$ cat src/core/cbss_pkg.sv
// constants for the processor bus-select and shift-gating datapath
// assumes a single 100 MHz clock and an ahb-lite master for software access
// Overview of operation
// - mem data or index set strobe loads the current c-bus value into that register
// - shift-left and multiply feed bit 0 into shift-left gates via first gate; the code raises the first gate but routes no bit through it
// - shift-right and multiply feed bit 14 into shift-right gates via second gate
// - shift-right and multiply feed bit 15 into shift-right gates via third gate
// - shift-left and divide feed bit 15 into shift-left gates via fourth gate
// - left shift enable opens left gates during shift-left or divide
// - right shift enable opens all right gates during shift-right or multiply
// - adder select routes adder sum onto the c bus
// - g-bus select steers g bus into the adder as an operand
// - two g-bus gates: operand register inverted and unmodified
// - instruction register gated onto g bus in groups 0-8, 9-10, 11-15
// - separate selects gate a, b, p or x onto the s bus
// - pc selected for normal update enables the incrementer to advance pc
// - shifting allowed only during shift, multiply or divide; control sequences it; the code also raises shift_operation_enable for op codes 5-7
// - instruction register holds the instruction through the execute cycle
// - long-shift control on selects a register, off selects b register
package cbss_pkg;
  localparam int unsigned DATA_W = 16;
  localparam logic [7:0] ADDR_CTRL   = 8'h00;
  localparam logic [7:0] ADDR_OP     = 8'h04;
  localparam logic [7:0] ADDR_STROBE = 8'h08;
  localparam logic [7:0] ADDR_ACC    = 8'h0C;
  localparam logic [7:0] ADDR_EXT    = 8'h10;
  localparam logic [7:0] ADDR_PC     = 8'h14;
  localparam logic [7:0] ADDR_INDEX  = 8'h18;
  localparam logic [7:0] ADDR_MDR    = 8'h1C;
  localparam logic [7:0] ADDR_INSTR  = 8'h20;
  localparam logic [7:0] ADDR_OPND   = 8'h24;
  localparam logic [7:0] ADDR_BUSES  = 8'h28;
  localparam logic [7:0] ADDR_STATUS = 8'h2C;
  // control register field positions
  localparam int unsigned CTL_ACC_S   = 0;
  localparam int unsigned CTL_EXT_S   = 1;
  localparam int unsigned CTL_PC_S    = 2;
  localparam int unsigned CTL_IDX_S   = 3;
  localparam int unsigned CTL_OPND    = 4;
  localparam int unsigned CTL_OPNDI   = 5;
  localparam int unsigned CTL_ULO     = 6;
  localparam int unsigned CTL_UMID    = 7;
  localparam int unsigned CTL_UHI     = 8;
  localparam int unsigned CTL_GADD    = 9;
  localparam int unsigned CTL_ADDC    = 10;
  localparam int unsigned CTL_PCINC   = 11;
  localparam int unsigned CTL_LONG    = 12;
  localparam int unsigned CTL_W       = 13;
  // op register: shift operation kind
  localparam int unsigned OP_W        = 3;
  localparam logic [OP_W-1:0] OP_NONE = 3'h0;
  localparam logic [OP_W-1:0] OP_SHL  = 3'h1;
  localparam logic [OP_W-1:0] OP_SHR  = 3'h2;
  localparam logic [OP_W-1:0] OP_MUL  = 3'h3;
  localparam logic [OP_W-1:0] OP_DIV  = 3'h4;
  // strobe register bits, write-one pulses
  localparam int unsigned STB_MDR     = 0;
  localparam int unsigned STB_IDX     = 1;
  localparam int unsigned STB_ACC     = 2;
  localparam int unsigned STB_EXT     = 3;
  localparam int unsigned STB_PC      = 4;
  localparam int unsigned STB_INSTR   = 5;
  localparam int unsigned STB_OPND    = 6;
  localparam int unsigned STB_MDEXT   = 7;
  localparam int unsigned STB_STEP    = 8;
  localparam int unsigned STB_W       = 9;
  localparam logic [15:0] RST_WORD    = 16'h0000;
  localparam logic [31:0] RD_ZERO     = 32'h0000_0000;
endpackage

$ cat src/core/cbss_shift_gates.sv
// shift-edge gating: routes edge bits into left and right shift gates
// assumes the operation code is held stable by the sequencer while shifting
`timescale 1ns/10ps
module cbss_shift_gates #(
  parameter int unsigned W = 16
) (
  input  wire logic [2:0]   op,
  input  wire logic         active,
  input  wire logic [W-1:0] word,
  output logic              gate_first,
  output logic              gate_second,
  output logic              gate_third,
  output logic              gate_fourth,
  output logic              left_en,
  output logic              right_en,
  output logic [W-1:0]      shifted
);
  logic is_shl, is_shr, is_mul, is_div;
  always_comb begin
    is_shl      = active && (op == cbss_pkg::OP_SHL);
    is_shr      = active && (op == cbss_pkg::OP_SHR);
    is_mul      = active && (op == cbss_pkg::OP_MUL);
    is_div      = active && (op == cbss_pkg::OP_DIV);
    gate_first  = is_shl || is_mul;
    gate_second = is_shr || is_mul;
    gate_third  = is_shr || is_mul;
    gate_fourth = is_shl || is_div;
    left_en     = is_shl || is_div;
    // right enable is masked by left enable, so the two enables stay exclusive
    right_en    = (is_shr || is_mul) && !left_en;
    shifted     = word;
    if (left_en) begin
      // bit 15 wraps to bit 0 through the fourth gate
      shifted = {word[W-2:0], gate_fourth ? word[W-1] : 1'b0};
    end else if (right_en) begin
      // sign is kept by the third gate; the second gate passes bit 14 down to bit 13
      shifted = {gate_third ? word[W-1] : 1'b0, word[W-1], gate_second ? word[W-2] : 1'b0,
                 word[W-3:1]};
    end
  end
endmodule

$ cat src/core/cbss_datapath.sv
// bus-select and shift-gating datapath, registers reached over ahb-lite
// assumes a single ahb-lite master, single word transfers, response always okay
`timescale 1ns/10ps
module cbss_datapath #(
  parameter int unsigned W = cbss_pkg::DATA_W
) (
  input  wire logic        hclk,
  input  wire logic        hresetn,
  input  wire logic        hsel,
  input  wire logic [31:0] haddr,
  input  wire logic [1:0]  htrans,
  input  wire logic        hwrite,
  input  wire logic [2:0]  hsize,
  input  wire logic [31:0] hwdata,
  input  wire logic        hready,
  output logic      [31:0] hrdata,
  output logic             hreadyout,
  output logic             hresp,
  output logic             left_shift_enable,
  output logic             right_shift_enable,
  output logic             shift_operation_enable,
  output logic [W-1:0]     cbus
);
  logic [cbss_pkg::CTL_W-1:0] ctrl;
  logic [cbss_pkg::OP_W-1:0]  op;
  logic [W-1:0] acc, ext, pc, index_reg, mdr, instr, opnd;
  logic [cbss_pkg::STB_W-1:0] strobe;
  logic         ap_valid, ap_write;
  logic [7:0]   ap_addr;
  logic [31:0]  rd_word;
  logic [W-1:0] sbus, gbus, sum, next_cbus, target, shifted;
  logic         g_first, g_second, g_third, g_fourth, l_en, r_en, shifting;

  // address phase capture; the slave never stalls
  always_ff @(posedge hclk or negedge hresetn) begin
    if (!hresetn) begin
      ap_valid <= 1'b0;
      ap_write <= 1'b0;
      ap_addr  <= 8'h00;
    end else if (hready) begin
      ap_valid <= hsel && htrans[1];
      ap_write <= hwrite;
      ap_addr  <= haddr[7:0];
    end
  end

  always_ff @(posedge hclk or negedge hresetn) begin
    if (!hresetn) begin
      hreadyout <= 1'b1;
      hresp     <= 1'b0;
    end else begin
      hreadyout <= 1'b1;
      hresp     <= 1'b0;
    end
  end

  // control, op and strobe writes; strobes last one cycle
  always_ff @(posedge hclk or negedge hresetn) begin
    if (!hresetn) begin
      ctrl   <= '0;
      op     <= cbss_pkg::OP_NONE;
      strobe <= '0;
    end else begin
      strobe <= '0;
      if (ap_valid && ap_write) begin
        case (ap_addr)
          cbss_pkg::ADDR_CTRL:   ctrl   <= hwdata[cbss_pkg::CTL_W-1:0];
          cbss_pkg::ADDR_OP:     op     <= hwdata[cbss_pkg::OP_W-1:0];
          cbss_pkg::ADDR_STROBE: strobe <= hwdata[cbss_pkg::STB_W-1:0];
          default: ;
        endcase
      end
    end
  end

  // s bus: or of the selected registers
  always_comb begin
    sbus = '0;
    if (ctrl[cbss_pkg::CTL_ACC_S]) sbus = sbus | acc;
    if (ctrl[cbss_pkg::CTL_EXT_S]) sbus = sbus | ext;
    if (ctrl[cbss_pkg::CTL_PC_S])  sbus = sbus | pc;
    if (ctrl[cbss_pkg::CTL_IDX_S]) sbus = sbus | index_reg;
  end

  always_comb begin
    gbus = '0;
    if (ctrl[cbss_pkg::CTL_OPND])  gbus = gbus | opnd;
    if (ctrl[cbss_pkg::CTL_OPNDI]) gbus = gbus | ~opnd;
    if (ctrl[cbss_pkg::CTL_ULO])  gbus[8:0]   = gbus[8:0]   | instr[8:0];
    if (ctrl[cbss_pkg::CTL_UMID]) gbus[10:9]  = gbus[10:9]  | instr[10:9];
    if (ctrl[cbss_pkg::CTL_UHI])  gbus[15:11] = gbus[15:11] | instr[15:11];
  end

  // adder: s bus plus g bus when selected, plus one for pc update
  always_comb begin
    sum = sbus
        + (ctrl[cbss_pkg::CTL_GADD] ? gbus : '0)
        + {{(W-1){1'b0}}, ctrl[cbss_pkg::CTL_PCINC] && ctrl[cbss_pkg::CTL_PC_S]};
    next_cbus = ctrl[cbss_pkg::CTL_ADDC] ? sum : gbus;
  end

  assign shifting = (op != cbss_pkg::OP_NONE);
  assign target   = ctrl[cbss_pkg::CTL_LONG] ? acc : ext;

  cbss_shift_gates #(.W(W)) u_gates (
    .op          (op),
    .active      (shifting),
    .word        (target),
    .gate_first  (g_first),
    .gate_second (g_second),
    .gate_third  (g_third),
    .gate_fourth (g_fourth),
    .left_en     (l_en),
    .right_en    (r_en),
    .shifted     (shifted)
  );

  always_ff @(posedge hclk or negedge hresetn) begin
    if (!hresetn) begin
      cbus                   <= cbss_pkg::RST_WORD;
      left_shift_enable      <= 1'b0;
      right_shift_enable     <= 1'b0;
      shift_operation_enable <= 1'b0;
    end else begin
      cbus                   <= next_cbus;
      left_shift_enable      <= l_en;
      right_shift_enable     <= r_en;
      shift_operation_enable <= shifting;
    end
  end

  // working registers load from the c bus on their strobes
  always_ff @(posedge hclk or negedge hresetn) begin
    if (!hresetn) begin
      acc       <= cbss_pkg::RST_WORD;
      ext       <= cbss_pkg::RST_WORD;
      pc        <= cbss_pkg::RST_WORD;
      index_reg <= cbss_pkg::RST_WORD;
      mdr       <= cbss_pkg::RST_WORD;
      instr     <= cbss_pkg::RST_WORD;
      opnd      <= cbss_pkg::RST_WORD;
    end else begin
      if (strobe[cbss_pkg::STB_MDR]) mdr <= cbus;
      if (strobe[cbss_pkg::STB_IDX]) index_reg <= cbus;
      if (strobe[cbss_pkg::STB_ACC]) acc <= cbus;
      // muldiv load is a separate path into the extension register
      if (strobe[cbss_pkg::STB_EXT] || strobe[cbss_pkg::STB_MDEXT]) ext <= cbus;
      if (strobe[cbss_pkg::STB_PC]) pc <= cbus;
      // instruction changes only on its own strobe, held through execute
      if (strobe[cbss_pkg::STB_INSTR]) instr <= cbus;
      if (strobe[cbss_pkg::STB_OPND]) opnd <= cbus;
      if (strobe[cbss_pkg::STB_STEP] && shifting) begin
        if (ctrl[cbss_pkg::CTL_LONG]) acc <= shifted;
        else ext <= shifted;
      end
    end
  end

  // read word picked from the address phase; registered so hrdata stands in the data phase
  // limitation: a read right behind a write to the same register returns the old value
  always_comb begin
    rd_word = cbss_pkg::RD_ZERO;
    case (haddr[7:0])
      cbss_pkg::ADDR_CTRL:   rd_word[cbss_pkg::CTL_W-1:0] = ctrl;
      cbss_pkg::ADDR_OP:     rd_word[cbss_pkg::OP_W-1:0] = op;
      cbss_pkg::ADDR_ACC:    rd_word[W-1:0] = acc;
      cbss_pkg::ADDR_EXT:    rd_word[W-1:0] = ext;
      cbss_pkg::ADDR_PC:     rd_word[W-1:0] = pc;
      cbss_pkg::ADDR_INDEX:  rd_word[W-1:0] = index_reg;
      cbss_pkg::ADDR_MDR:    rd_word[W-1:0] = mdr;
      cbss_pkg::ADDR_INSTR:  rd_word[W-1:0] = instr;
      cbss_pkg::ADDR_OPND:   rd_word[W-1:0] = opnd;
      cbss_pkg::ADDR_BUSES:  rd_word = {sbus, gbus};
      cbss_pkg::ADDR_STATUS: rd_word[6:0] = {g_fourth, g_third, g_second, g_first,
                                             shift_operation_enable,
                                             right_shift_enable, left_shift_enable};
      default: rd_word = cbss_pkg::RD_ZERO;
    endcase
  end

  always_ff @(posedge hclk or negedge hresetn) begin
    if (!hresetn) begin
      hrdata <= cbss_pkg::RD_ZERO;
    end else if (hready && hsel && htrans[1] && !hwrite) begin
      hrdata <= rd_word;
    end
  end

  property p_mdr_load;
    @(posedge hclk) disable iff (!hresetn)
      strobe[cbss_pkg::STB_MDR] |=> (mdr == $past(cbus));
  endproperty
  a_mdr_load: assert property (p_mdr_load) else $error("mdr missed c bus");

  property p_idx_load;
    @(posedge hclk) disable iff (!hresetn)
      strobe[cbss_pkg::STB_IDX] |=> (index_reg == $past(cbus));
  endproperty
  a_idx_load: assert property (p_idx_load) else $error("index missed c bus");

  property p_left;
    @(posedge hclk) disable iff (!hresetn)
      (op == cbss_pkg::OP_SHL || op == cbss_pkg::OP_DIV) |=> left_shift_enable;
  endproperty
  a_left: assert property (p_left) else $error("left enable missing");

  property p_right;
    @(posedge hclk) disable iff (!hresetn)
      (op == cbss_pkg::OP_SHR || op == cbss_pkg::OP_MUL) |=> right_shift_enable;
  endproperty
  a_right: assert property (p_right) else $error("right enable missing");

  property p_excl;
    @(posedge hclk) disable iff (!hresetn)
      !(left_shift_enable && right_shift_enable);
  endproperty
  a_excl: assert property (p_excl) else $error("both shift enables");

  property p_shift_only;
    @(posedge hclk) disable iff (!hresetn)
      (op == cbss_pkg::OP_NONE) |=> !shift_operation_enable && !left_shift_enable;
  endproperty
  a_shift_only: assert property (p_shift_only) else $error("shift without op");

  property p_adder_cbus;
    @(posedge hclk) disable iff (!hresetn)
      ctrl[cbss_pkg::CTL_ADDC] |=> (cbus == $past(sum));
  endproperty
  a_adder_cbus: assert property (p_adder_cbus) else $error("c bus not sum");

  property p_instr_hold;
    @(posedge hclk) disable iff (!hresetn)
      !strobe[cbss_pkg::STB_INSTR] |=> $stable(instr);
  endproperty
  a_instr_hold: assert property (p_instr_hold) else $error("instr changed");

  property p_pc_inc;
    @(posedge hclk) disable iff (!hresetn)
      (ctrl == (cbss_pkg::CTL_W'(1) << cbss_pkg::CTL_PC_S | cbss_pkg::CTL_W'(1)
                << cbss_pkg::CTL_PCINC | cbss_pkg::CTL_W'(1) << cbss_pkg::CTL_ADDC))
        |=> (cbus == W'($past(pc) + 1));
  endproperty
  a_pc_inc: assert property (p_pc_inc) else $error("pc not incremented");

  property p_gate_shl;
    @(posedge hclk) disable iff (!hresetn)
      (op == cbss_pkg::OP_SHL) |-> (g_first && g_fourth && !g_second && !g_third);
  endproperty
  a_gate_shl: assert property (p_gate_shl) else $error("shl gates wrong");

  property p_gate_mul;
    @(posedge hclk) disable iff (!hresetn)
      (op == cbss_pkg::OP_MUL) |-> (g_first && g_second && g_third && !g_fourth);
  endproperty
  a_gate_mul: assert property (p_gate_mul) else $error("mul gates wrong");

  property p_gate_shr;
    @(posedge hclk) disable iff (!hresetn)
      (op == cbss_pkg::OP_SHR) |-> (g_second && g_third && !g_first && !g_fourth);
  endproperty
  a_gate_shr: assert property (p_gate_shr) else $error("shr gates wrong");

  property p_gate_div;
    @(posedge hclk) disable iff (!hresetn)
      (op == cbss_pkg::OP_DIV) |-> (g_fourth && !g_first && !g_second && !g_third);
  endproperty
  a_gate_div: assert property (p_gate_div) else $error("div gates wrong");

  property p_step_left;
    @(posedge hclk) disable iff (!hresetn)
      (strobe[cbss_pkg::STB_STEP] && op == cbss_pkg::OP_SHL && ctrl[cbss_pkg::CTL_LONG])
        |=> (acc == {$past(acc[W-2:0]), $past(acc[W-1])});
  endproperty
  a_step_left: assert property (p_step_left) else $error("left step wrong");

  property p_step_right;
    @(posedge hclk) disable iff (!hresetn)
      (strobe[cbss_pkg::STB_STEP] && ctrl[cbss_pkg::CTL_LONG]
       && (op == cbss_pkg::OP_SHR || op == cbss_pkg::OP_MUL))
        |=> (acc == {$past(acc[W-1]), $past(acc[W-1:1])});
  endproperty
  a_step_right: assert property (p_step_right) else $error("right step wrong");

  property p_step_ext;
    @(posedge hclk) disable iff (!hresetn)
      (strobe[cbss_pkg::STB_STEP] && !ctrl[cbss_pkg::CTL_LONG] && !strobe[cbss_pkg::STB_ACC])
        |=> $stable(acc);
  endproperty
  a_step_ext: assert property (p_step_ext) else $error("short shift moved acc");

  property p_muldiv_ext;
    @(posedge hclk) disable iff (!hresetn)
      (strobe[cbss_pkg::STB_MDEXT] && !strobe[cbss_pkg::STB_STEP]) |=> (ext == $past(cbus));
  endproperty
  a_muldiv_ext: assert property (p_muldiv_ext) else $error("muldiv load missed");

  property p_sbus_acc;
    @(posedge hclk) disable iff (!hresetn)
      (ctrl[cbss_pkg::CTL_ACC_S] && !ctrl[cbss_pkg::CTL_EXT_S] && !ctrl[cbss_pkg::CTL_PC_S]
       && !ctrl[cbss_pkg::CTL_IDX_S]) |-> (sbus == acc);
  endproperty
  a_sbus_acc: assert property (p_sbus_acc) else $error("s bus not acc");

  property p_sbus_ext;
    @(posedge hclk) disable iff (!hresetn)
      (ctrl[cbss_pkg::CTL_EXT_S] && !ctrl[cbss_pkg::CTL_ACC_S] && !ctrl[cbss_pkg::CTL_PC_S]
       && !ctrl[cbss_pkg::CTL_IDX_S]) |-> (sbus == ext);
  endproperty
  a_sbus_ext: assert property (p_sbus_ext) else $error("s bus not ext");

  property p_gbus_inv;
    @(posedge hclk) disable iff (!hresetn)
      (ctrl[cbss_pkg::CTL_OPNDI] && !ctrl[cbss_pkg::CTL_OPND] && !ctrl[cbss_pkg::CTL_ULO]
       && !ctrl[cbss_pkg::CTL_UMID] && !ctrl[cbss_pkg::CTL_UHI]) |-> (gbus == ~opnd);
  endproperty
  a_gbus_inv: assert property (p_gbus_inv) else $error("g bus not inverted operand");

  property p_gbus_ulo;
    @(posedge hclk) disable iff (!hresetn)
      (ctrl[cbss_pkg::CTL_ULO] && !ctrl[cbss_pkg::CTL_OPND] && !ctrl[cbss_pkg::CTL_OPNDI])
        |-> (gbus[8:0] == instr[8:0]);
  endproperty
  a_gbus_ulo: assert property (p_gbus_ulo) else $error("low group missing");

  property p_gbus_umid;
    @(posedge hclk) disable iff (!hresetn)
      (ctrl[cbss_pkg::CTL_UMID] && !ctrl[cbss_pkg::CTL_OPND] && !ctrl[cbss_pkg::CTL_OPNDI])
        |-> (gbus[10:9] == instr[10:9]);
  endproperty
  a_gbus_umid: assert property (p_gbus_umid) else $error("mid group missing");

  property p_gbus_uhi;
    @(posedge hclk) disable iff (!hresetn)
      (ctrl[cbss_pkg::CTL_UHI] && !ctrl[cbss_pkg::CTL_OPND] && !ctrl[cbss_pkg::CTL_OPNDI])
        |-> (gbus[15:11] == instr[15:11]);
  endproperty
  a_gbus_uhi: assert property (p_gbus_uhi) else $error("high group missing");

  property p_gadd;
    @(posedge hclk) disable iff (!hresetn)
      (ctrl[cbss_pkg::CTL_GADD] && !ctrl[cbss_pkg::CTL_PCINC]) |-> (sum == W'(sbus + gbus));
  endproperty
  a_gadd: assert property (p_gadd) else $error("g bus not added");

  property p_cbus_gbus;
    @(posedge hclk) disable iff (!hresetn)
      !ctrl[cbss_pkg::CTL_ADDC] |=> (cbus == $past(gbus));
  endproperty
  a_cbus_gbus: assert property (p_cbus_gbus) else $error("c bus not g bus");

  c_mul: cover property (@(posedge hclk) op == cbss_pkg::OP_MUL ##1 right_shift_enable);
  c_div: cover property (@(posedge hclk) op == cbss_pkg::OP_DIV ##1 left_shift_enable);
  c_mdext: cover property (@(posedge hclk) strobe[cbss_pkg::STB_MDEXT]);
  c_long_shr: cover property (@(posedge hclk) strobe[cbss_pkg::STB_STEP]
                              && ctrl[cbss_pkg::CTL_LONG] && op == cbss_pkg::OP_SHR);
endmodule

$ cat config.mk
export PLATFORM = sky130hd
export DESIGN_NAME = cbss_datapath
export DESIGN_NICKNAME = d
export VERILOG_FILES = /design/src/core/cbss_pkg.sv /design/src/core/cbss_shift_gates.sv /design/src/core/cbss_datapath.sv
export SDC_FILE = /design/constraint.sdc
export NUM_CORES = 1
export LEC_CHECK = 0
export ABC_AREA = 1
export BUFFER_PORTS_ARGS = -buffer_cell sky130_fd_sc_hd__clkbuf_2
export CORE_ASPECT_RATIO = 1.2
export CORE_UTILIZATION = 43
export CTS_CLUSTER_SIZE = 8
export DETAILED_ROUTE_END_ITERATION = 8
export MAX_ROUTING_LAYER = met4
export PLACE_DENSITY_LB_ADDON = 0.1
export SLEW_MARGIN = 25
export SYNTH_ARGS = -nofsm -noshare
export SYNTH_HDL_FRONTEND = slang
export SYNTH_HIERARCHICAL = 1
export SYNTH_SLANG_ARGS = --single-unit
$ cat constraint.sdc
create_clock -name hclk -period 2.2 [get_ports hclk]
set_input_delay 0.44 -clock hclk [delete_from_list [all_inputs] [get_ports hclk]]
set_output_delay 0.44 -clock hclk [all_outputs]
set_load 0.02 [all_outputs]
==> metrics.txt, run 1 <==
# TYPE chip_impl_metric gauge
chip_impl_info{name="grt-busiest-layer",value="met2"} 1
chip_impl_metric{name="route.detailed.wl_per_inst",unit="µm"} 18.6
chip_impl_metric{name="final-max-slew-violation-count",unit=""} 0
chip_impl_metric{name="worst_setup_hold_path_clk_slew",unit="ps"} 70
chip_impl_metric{name="route.vias.total",unit=""} 11600
chip_impl_metric{name="final_design_area_no_fill",unit="µm²"} 14800
chip_impl_metric{name="detailedPlacementHpwl",unit="µm"} 30200
chip_impl_metric{name="dr.first_iter.drc_count",unit=""} 945
chip_impl_metric{name="area_overhead_of_the_layout_relative_to_synthesis",unit="%"} 26.8
chip_impl_metric{name="synthesis.instances",unit=""} 1616
chip_impl_metric{name="report.final.setup_viol",unit=""} 12
chip_impl_metric{name="critical_path_peak_fanout",unit=""} 5
chip_impl_info{name="failed_checks",value="DRC, setup timing"} 1
chip_impl_info{name="cp-end-kind",value="flip-flop"} 1
chip_impl_metric{name="synthesis.nets",unit=""} 1706
chip_impl_metric{name="route.antenna.remaining_nets",unit=""} 0
chip_impl_metric{name="period_needed",unit="ps"} 2310
chip_impl_metric{name="area_of_combinational_cells_with_multiple_inputs",unit="µm²"} 6170
chip_impl_metric{name="wl",unit="µm"} 40400
chip_impl_metric{name="port_buffers",unit=""} 77
chip_impl_metric{name="layout.area.seq",unit="µm²"} 4960
chip_impl_metric{name="cts_h_tree_depth",unit=""} 4
chip_impl_metric{name="dieArea",unit="µm²"} 27800
chip_impl_metric{name="number_of_flops_mapped_to_enable_cells_by_yosys",unit=""} 0
chip_impl_metric{name="initial_utilization",unit="%"} 44.1
chip_impl_metric{name="num_io_pins",unit=""} 127
chip_impl_metric{name="setup_ws",unit="ps"} -108
chip_impl_metric{name="final_min_period_over_clock_period",unit="%"} 105
chip_impl_metric{name="global_route.usage.met2",unit="%"} 49.4
chip_impl_info{name="ys.flop_type",value="sky130_fd_sc_hd__dfrtp_1"} 1
chip_impl_metric{name="antenna_found_initial",unit=""} 0
chip_impl_metric{name="post_synth_num_cell_types",unit=""} 38
chip_impl_metric{name="placeable_area",unit="µm²"} 26500
chip_impl_metric{name="max_clock_freq",unit="GHz"} 0.433
chip_impl_info{name="layout.cells.most_common",value="sky130_fd_sc_hd__nand2_1"} 1
chip_impl_metric{name="detail_route.vias_per_cell",unit=""} 5.33
chip_impl_metric{name="tritoncts_num_sinks",unit=""} 198
chip_impl_metric{name="met1_track_demand_over_resource",unit="%"} 39.9
chip_impl_info{name="mostFrequentLayoutCells",value="sky130_fd_sc_hd__nand2_1, sky130_fd_sc_hd__dfrtp_1, sky130_fd_sc_hd__buf_4"} 1
chip_impl_info{name="min-delay-path-class",value="in2reg"} 1
chip_impl_metric{name="max_cap_violation_count",unit=""} 0
chip_impl_metric{name="postSynth.asyncResetShare",unit="%"} 100
chip_impl_info{name="cp-start-kind",value="flip-flop"} 1
chip_impl_metric{name="place.detailed.instances",unit=""} 2109
chip_impl_metric{name="report.final.hold_viol_count",unit=""} 0
chip_impl_metric{name="slew_headroom",unit="%"} 46.3
chip_impl_info{name="tritoncts",value="yes"} 1
chip_impl_metric{name="placer_s_final_routability_congestion_estimate",unit=""} 0.904
chip_impl_metric{name="ir_worst_vdd",unit="mV"} 0.509
chip_impl_info{name="largest_register",value="hrdata"} 1
chip_impl_metric{name="insertion_delay",unit="ps"} 450
chip_impl_metric{name="max_reg_flops",unit=""} 32
chip_impl_metric{name="yosys_warnings",unit=""} 6
chip_impl_metric{name="global_route.usage.total",unit="%"} 31.1
chip_impl_info{name="rsz0062_at_grt",value="true"} 1
chip_impl_info{name="timing.setup.critical_path_class",value="reg2reg"} 1
chip_impl_info{name="cts-root-buf",value="sky130_fd_sc_hd__clkbuf_16"} 1
chip_impl_metric{name="number_of_global_route_vias_before_repair",unit=""} 11200
chip_impl_metric{name="largest_net_degree_at_the_start_of_global_routing",unit=""} 61
chip_impl_metric{name="grt_first_pass_wirelength",unit="µm"} 63600
chip_impl_metric{name="post_synthesis_cell_area",unit="µm²"} 11700
chip_impl_metric{name="total_leakage_power",unit="µW"} 0.00780
chip_impl_metric{name="drive_gt1_share",unit="%"} 26.3
chip_impl_metric{name="power_density",unit="nW/µm²"} 797
chip_impl_metric{name="finClkSkew",unit="ps"} 8.88
chip_impl_metric{name="fillers",unit=""} 2606
chip_impl_metric{name="grt.overflow.total",unit=""} 0
chip_impl_metric{name="reg2reg_setup_slack",unit="ps"} -110
chip_impl_metric{name="floorplan.rows",unit=""} 65
chip_impl_metric{name="critPathRequiredTime",unit="ps"} 2550
chip_impl_info{name="outcome",value="complete, but fails checks"} 1
chip_impl_metric{name="drc",unit=""} 6
chip_impl_metric{name="nets",unit=""} 1918
chip_impl_metric{name="postPlaceCellArea",unit="µm²"} 13400
chip_impl_metric{name="floorplan.die.width",unit="µm"} 152
chip_impl_metric{name="cts_inserted_buffers",unit=""} 17
chip_impl_metric{name="postSynthAreaPerCell",unit="µm²"} 7.23
chip_impl_metric{name="cp_arrival",unit="ps"} 2660
chip_impl_metric{name="worst-slew-pin-transition",unit="ps"} 805
chip_impl_metric{name="post_layout_nonfiller_instances",unit=""} 2175
chip_impl_metric{name="synth_seq_area_share",unit="%"} 42.4
chip_impl_metric{name="clk_path_buf_depth",unit=""} 2
chip_impl_metric{name="firstDrtPassIters",unit=""} 9
chip_impl_metric{name="globalRouteMet3Util",unit="%"} 4.37
chip_impl_metric{name="synth-seq-cells",unit=""} 198
chip_impl_metric{name="die-height",unit="µm"} 183
cell usage after synthesis, drive strengths merged (16+ instances only):
| cell | n | area share (%) |
|---|---|---|
| nor2 | 123 | 4.4 |
| mux2 | 41 | 4.0 |
| buf | 47 | 2.7 |
| nand3 | 188 | 8.2 |
| a31oi | 23 | 1.2 |
| o22ai | 16 | 0.86 |
| nand2 | 527 | 17 |
| inv | 173 | 5.6 |
| dfrtp | 198 | 42 |
| a21oi | 56 | 2.4 |
| o21ai | 124 | 5.5 |
| nand4 | 18 | 0.96 |
| clkbuf | 34 | 1.1 |
critical path, stage by stage (launching register included):
cell and delay, ps:
sky130_fd_sc_hd__dfrtp_1 410, sky130_fd_sc_hd__clkinv_4 140, sky130_fd_sc_hd__o22ai_4 200, sky130_fd_sc_hd__a21oi_4 60
sky130_fd_sc_hd__o21ai_4 90, sky130_fd_sc_hd__fa_2 260, sky130_fd_sc_hd__inv_2 40, sky130_fd_sc_hd__fa_2 330
sky130_fd_sc_hd__inv_2 90, sky130_fd_sc_hd__nand3_2 90, sky130_fd_sc_hd__nand3_4 90, sky130_fd_sc_hd__a21oi_2 60
sky130_fd_sc_hd__or2_4 230, sky130_fd_sc_hd__nand3_2 60, sky130_fd_sc_hd__nand2_1 50
per-layer routing:
layer	vias up	wire length (µm)	share of wire, %
met1	5580	17800	44
li1	5635	-	-
met5	-	0	0
met2	319	19000	47
met3	60	2130	5.3
met4	0	1500	3.7
worst paths after layout:
kind	cells past startpoint	end	startpoint
hold / removal	3	ctrl[11]$_DFFE_PN0P_	hwdata[11]
max in group asynchronous	3	hrdata[7]$_DFFE_PN0P_	hresetn
hold reg to reg	2	ap_write$_DFFE_PN0P_	ap_write$_DFFE_PN0P_
setup / recovery	14	cbus[8]$_DFF_PN0_	ctrl[1]$_DFFE_PN0P_
min in group asynchronous	2	strobe[5]$_DFF_PN0_	hresetn
setup reg to reg	14	cbus[8]$_DFF_PN0_	ctrl[1]$_DFFE_PN0P_
per-stage QoR:
step                TNS [ps]  hold slack [ps]  power, µW  setup WS [ps]  util (%)
floorplan              -14.0              144       6230          -14.0         -
global placement       -3360              368       7910           -313      50.6
detailed placement     -3740              368       7950           -362      50.6
CTS                     -319              210      11600          -63.1      55.3
global route           -1920              238      12400           -213      55.9
finish                  -814              218      11800           -108      55.9
final cells by class:
type                            instances  share of cell area (%)
Clock inverter                         11                   0.853
Clock buffer                           19                    2.99
Antenna cell                            1                  0.0169
Timing Repair Buffer                  273                    13.6
Inverter                              175                    4.54
Timing Repair inverter                  1                  0.0507
Tap cell                              335                    2.83
Multi-Input combinational cell       1162                    41.6
Sequential cell                       198                    33.5
kinds of logic after synthesis:
group / Yosys count / share of synthesized area, %
AND/OR/NAND/NOR: 879 / 32.0
buffers and inverters: 256 / 9.43
AO/OA/AOI/OAI: 222 / 10.2
flip-flops: 198 / 42.4
multiplexers: 41 / 3.95
adder cells (fa/ha/maj): 16 / 1.84
other: 2 / 0.0643
XOR/XNOR: 2 / 0.150
where the power goes:
part	switching (µW)	total (µW)	internal [µW]	leakage (µW)
clock network	1470	3170	1700	0.000268
logic	2520	4250	1730	0.00493
registers	467	4390	3920	0.00261
total	4450	11800	7350	0.00780
repair_timing:
item	in CTS	in global routing
buffers inserted	25	7
gates resized for setup	105	21
setup endpoints to repair	15	12
cloned	2	0
hold buffers	1	0
pin swaps	28	11
hold endpoints to repair	28	0
Power figures use the tool's default switching activity.
==> inputs of run 2 (changes only) <==
--- a/config.mk
+++ b/config.mk
@@ -11,6 +11,7 @@
 export CORE_UTILIZATION = 43
 export CTS_CLUSTER_SIZE = 8
 export DETAILED_ROUTE_END_ITERATION = 8
+export GPL_TIMING_DRIVEN = 0
 export MAX_ROUTING_LAYER = met4
 export PLACE_DENSITY_LB_ADDON = 0.1
 export SLEW_MARGIN = 25
==> metrics.txt, run 2 (same netlist as run 1, synthesis figures left out) <==
# TYPE chip_impl_metric gauge
chip_impl_info{name="critPathTopFamily",value="simple AND/OR/NAND/NOR gates"} 1
chip_impl_info{name="largest_register",value="hrdata"} 1
chip_impl_metric{name="route.detailed.wl_per_inst",unit="µm"} 20.1
chip_impl_metric{name="detailedPlacementHpwl",unit="µm"} 32300
chip_impl_info{name="tritoncts",value="yes"} 1
chip_impl_metric{name="report.final.setup_viol",unit=""} 12
chip_impl_metric{name="dieArea",unit="µm²"} 27800
chip_impl_metric{name="critPathRequiredTime",unit="ps"} 2530
chip_impl_metric{name="clk_path_buf_depth",unit=""} 2
chip_impl_metric{name="crit_path_max_incr_delay",unit="ps"} 480
chip_impl_metric{name="largest_net_degree_at_the_start_of_global_routing",unit=""} 84
chip_impl_metric{name="final_core_util",unit="%"} 53.1
chip_impl_metric{name="wl_met3",unit="µm"} 2490
chip_impl_metric{name="met1Wirelength",unit="µm"} 17200
chip_impl_metric{name="number_of_global_route_vias_before_repair",unit=""} 11200
chip_impl_info{name="outcome",value="complete, but fails checks"} 1
chip_impl_metric{name="dr.first_iter.drc_count",unit=""} 978
chip_impl_metric{name="final-max-slew-violation-count",unit=""} 0
chip_impl_info{name="cp-end-kind",value="flip-flop"} 1
chip_impl_metric{name="route.vias.total",unit=""} 11500
chip_impl_info{name="rsz0062_at_grt",value="true"} 1
chip_impl_metric{name="power_density",unit="nW/µm²"} 824
chip_impl_metric{name="grt_first_pass_wirelength",unit="µm"} 65400
chip_impl_info{name="timing.critical_path.mode_cell",value="sky130_fd_sc_hd__nand2_2"} 1
chip_impl_metric{name="cells_on_worst_reg2reg_path",unit=""} 14
chip_impl_metric{name="total_power",unit="µW"} 11600
chip_impl_metric{name="port_buffers",unit=""} 77
chip_impl_metric{name="worst-slew-pin-transition",unit="ps"} 688
chip_impl_info{name="layout.cells.most_common",value="sky130_fd_sc_hd__nand2_1"} 1
chip_impl_metric{name="report.final.hold_viol_count",unit=""} 0
chip_impl_metric{name="worst_setup_hold_path_clk_slew",unit="ps"} 70
chip_impl_metric{name="floorplan.rows",unit=""} 65
chip_impl_metric{name="num_io_pins",unit=""} 127
chip_impl_metric{name="layout.area.seq",unit="µm²"} 4960
chip_impl_info{name="cell_with_the_largest_stage_delay_on_the_worst_path",value="sky130_fd_sc_hd__dfrtp_2"} 1
chip_impl_metric{name="p_clk_share",unit="%"} 29.9
chip_impl_metric{name="final_min_period_over_clock_period",unit="%"} 111
chip_impl_metric{name="antenna_diode_count",unit=""} 0
chip_impl_info{name="crit-reg2reg-launch",value="ctrl[1]$_DFFE_PN0P_"} 1
chip_impl_metric{name="drc",unit=""} 3
chip_impl_metric{name="setup_total_negative_slack",unit="ps"} -2420
chip_impl_metric{name="p_int",unit="µW"} 7280
chip_impl_metric{name="placer_s_final_routability_congestion_estimate",unit=""} 0.966
chip_impl_metric{name="whs_path_depth",unit=""} 3
chip_impl_metric{name="detail_route.vias_per_cell",unit=""} 5.45
chip_impl_metric{name="insertion_delay",unit="ps"} 450
chip_impl_metric{name="global_route.usage.total",unit="%"} 32.3
chip_impl_info{name="min-delay-path-class",value="in2reg"} 1
chip_impl_metric{name="period_needed",unit="ps"} 2440
chip_impl_metric{name="nets",unit=""} 1848
chip_impl_metric{name="area_of_combinational_cells_with_multiple_inputs",unit="µm²"} 6050
chip_impl_metric{name="cts_inserted_buffers",unit=""} 17
chip_impl_metric{name="cp_arrival",unit="ps"} 2780
chip_impl_metric{name="post_layout_nonfiller_instances",unit=""} 2105
chip_impl_info{name="mostFrequentLayoutCells",value="sky130_fd_sc_hd__nand2_1, sky130_fd_sc_hd__dfrtp_1, sky130_fd_sc_hd__nand3_1"} 1
chip_impl_info{name="top_layer",value="met4"} 1
chip_impl_metric{name="finClkSkew",unit="ps"} 13.5
chip_impl_metric{name="reg2reg_setup_slack",unit="ps"} -240
chip_impl_metric{name="drive_gt1_share",unit="%"} 21.0
chip_impl_metric{name="area_overhead_of_the_layout_relative_to_synthesis",unit="%"} 20.6
chip_impl_metric{name="setup_ws",unit="ps"} -244
chip_impl_metric{name="max_clock_freq",unit="GHz"} 0.409
chip_impl_info{name="critical_path_cell_by_cell",value="inv_4, buf_12, buf_16, o22ai_1, a21oi_1, o21ai_2, ha_4, nand2_2, inv_1, a21oi_2, nand2_2, or2_4, nand3_2, nand2_1"} 1
chip_impl_info{name="cp-start-kind",value="flip-flop"} 1
chip_impl_metric{name="floorplan.die.width",unit="µm"} 152
chip_impl_metric{name="antenna_found_initial",unit=""} 0
chip_impl_metric{name="met2_length",unit="µm"} 20500
chip_impl_metric{name="p_sw",unit="µW"} 4320
chip_impl_metric{name="swShare",unit="%"} 37.2
chip_impl_metric{name="tritoncts_num_sinks",unit=""} 198
chip_impl_info{name="cts-root-buf",value="sky130_fd_sc_hd__clkbuf_16"} 1
chip_impl_metric{name="critical_path_peak_fanout",unit=""} 5
chip_impl_metric{name="placeable_area",unit="µm²"} 26500
chip_impl_metric{name="firstDrtPassIters",unit=""} 9
chip_impl_metric{name="die-height",unit="µm"} 183
chip_impl_info{name="timing.setup.critical_path_class",value="reg2reg"} 1
chip_impl_metric{name="power_frac_seq",unit="%"} 39.3
chip_impl_metric{name="place.detailed.instances",unit=""} 2030
chip_impl_metric{name="total_leakage_power",unit="µW"} 0.00735
chip_impl_metric{name="max_cap_violation_count",unit=""} 0
chip_impl_metric{name="initial_utilization",unit="%"} 44.1
chip_impl_info{name="reg2reg_to",value="cbus[6]$_DFF_PN0_"} 1
chip_impl_metric{name="slew_headroom",unit="%"} 54.0
chip_impl_info{name="failed_checks",value="DRC, setup timing"} 1
chip_impl_metric{name="ir_worst_vdd",unit="mV"} 0.754
chip_impl_metric{name="max_reg_flops",unit=""} 32
chip_impl_metric{name="grt.overflow.total",unit=""} 0
chip_impl_metric{name="route.antenna.remaining_nets",unit=""} 0
chip_impl_metric{name="cts_h_tree_depth",unit=""} 4
chip_impl_metric{name="power.share.combinational",unit="%"} 30.8
chip_impl_info{name="min_delay_worst_endpoint",value="ap_write$_DFFE_PN0P_"} 1
chip_impl_metric{name="worstPathBufferInverterCount",unit=""} 4
chip_impl_info{name="hold_path_startpoint",value="hwrite"} 1
chip_impl_metric{name="fillers",unit=""} 2618
chip_impl_metric{name="wl",unit="µm"} 42300
-- run 2: cell count changes in the layout (fill, tap and decap cells not counted), sizes merged --
cell and change:
buf -102, bufinv +2, clkbuf +35, clkinv -2, clkinvlp -3, diode -1
inv +1
-- run 2: worst reg2reg max path: cells and delay by family (launching register included) --
family,cells,cell delay [ps]
flip-flops,1,480
AO/OA/AOI/OAI,4,560
adder cells (fa/ha/maj),1,290
buffers and inverters,4,430
AND/OR/NAND/NOR,5,580
-- run 2: worst max path at each step --
stage	start	end	slack (ps)	depth (start not counted)
after floorplan	ctrl[0]$_DFFE_PN0P_	cbus[8]$_DFF_PN0_	-10	15
after global placement	hresetn	hrdata[12]$_DFFE_PN0P_	-3350	1
after detailed placement	ctrl[3]$_DFFE_PN0P_	cbus[7]$_DFF_PN0_	-920	11
after CTS	ctrl[1]$_DFFE_PN0P_	cbus[6]$_DFF_PN0_	-190	14
after global routing	ctrl[1]$_DFFE_PN0P_	cbus[15]$_DFF_PN0_	-330	16
final	ctrl[1]$_DFFE_PN0P_	cbus[6]$_DFF_PN0_	-240	14
-- run 2: power groups by stage --
stage	Clock (µW)	Sequential (µW)	Combinational [µW]
after global placement	0	4590	2770
after floorplan	0	4470	1760
after global routing	3640	4580	3920
after CTS	3510	4520	3450
after detailed placement	0	4590	2830
final	3470	4560	3570
-- run 2: what timing repair did --
item | CTS | global route
setup endpoints to repair | 21 | 24
hold buffers | 1 | 0
buffers inserted | 38 | 5
gates resized for setup | 115 | 16
pin swaps | 29 | 2
hold endpoints to repair | 51 | 0
gates cloned | 1 | 0
-- run 2: final cells by class --
type                       instances  share of cell area (%)
inverter                         175                    4.78
sequential                       198                    35.2
multi-input combinational       1162                    43.0
timing repair buffer             124                    5.89
clock inverter                    10                    1.18
buffer                            80                    3.62
clock buffer                      21                    3.34
tap                              335                    2.98
-- run 2: routing by layer --
layer  up-vias  GRT usage, %
met3        87          4.39
met1      5475          38.8
met5         -             -
met2       422          54.0
met4         0          15.4
li1       5497             -
-- run 2: per-stage QoR --
| step | hold slack [ps] | worst slack [ps] | instance area, µm² |
|---|---|---|---|
| floorplan | 144 | -14.0 | 11700 |
| global placement | 456 | -3350 | 12500 |
| detailed placement | 426 | -922 | 12600 |
| CTS | 204 | -188 | 14000 |
| global route | 222 | -335 | 14100 |
| finish | 216 | -244 | 14100 |
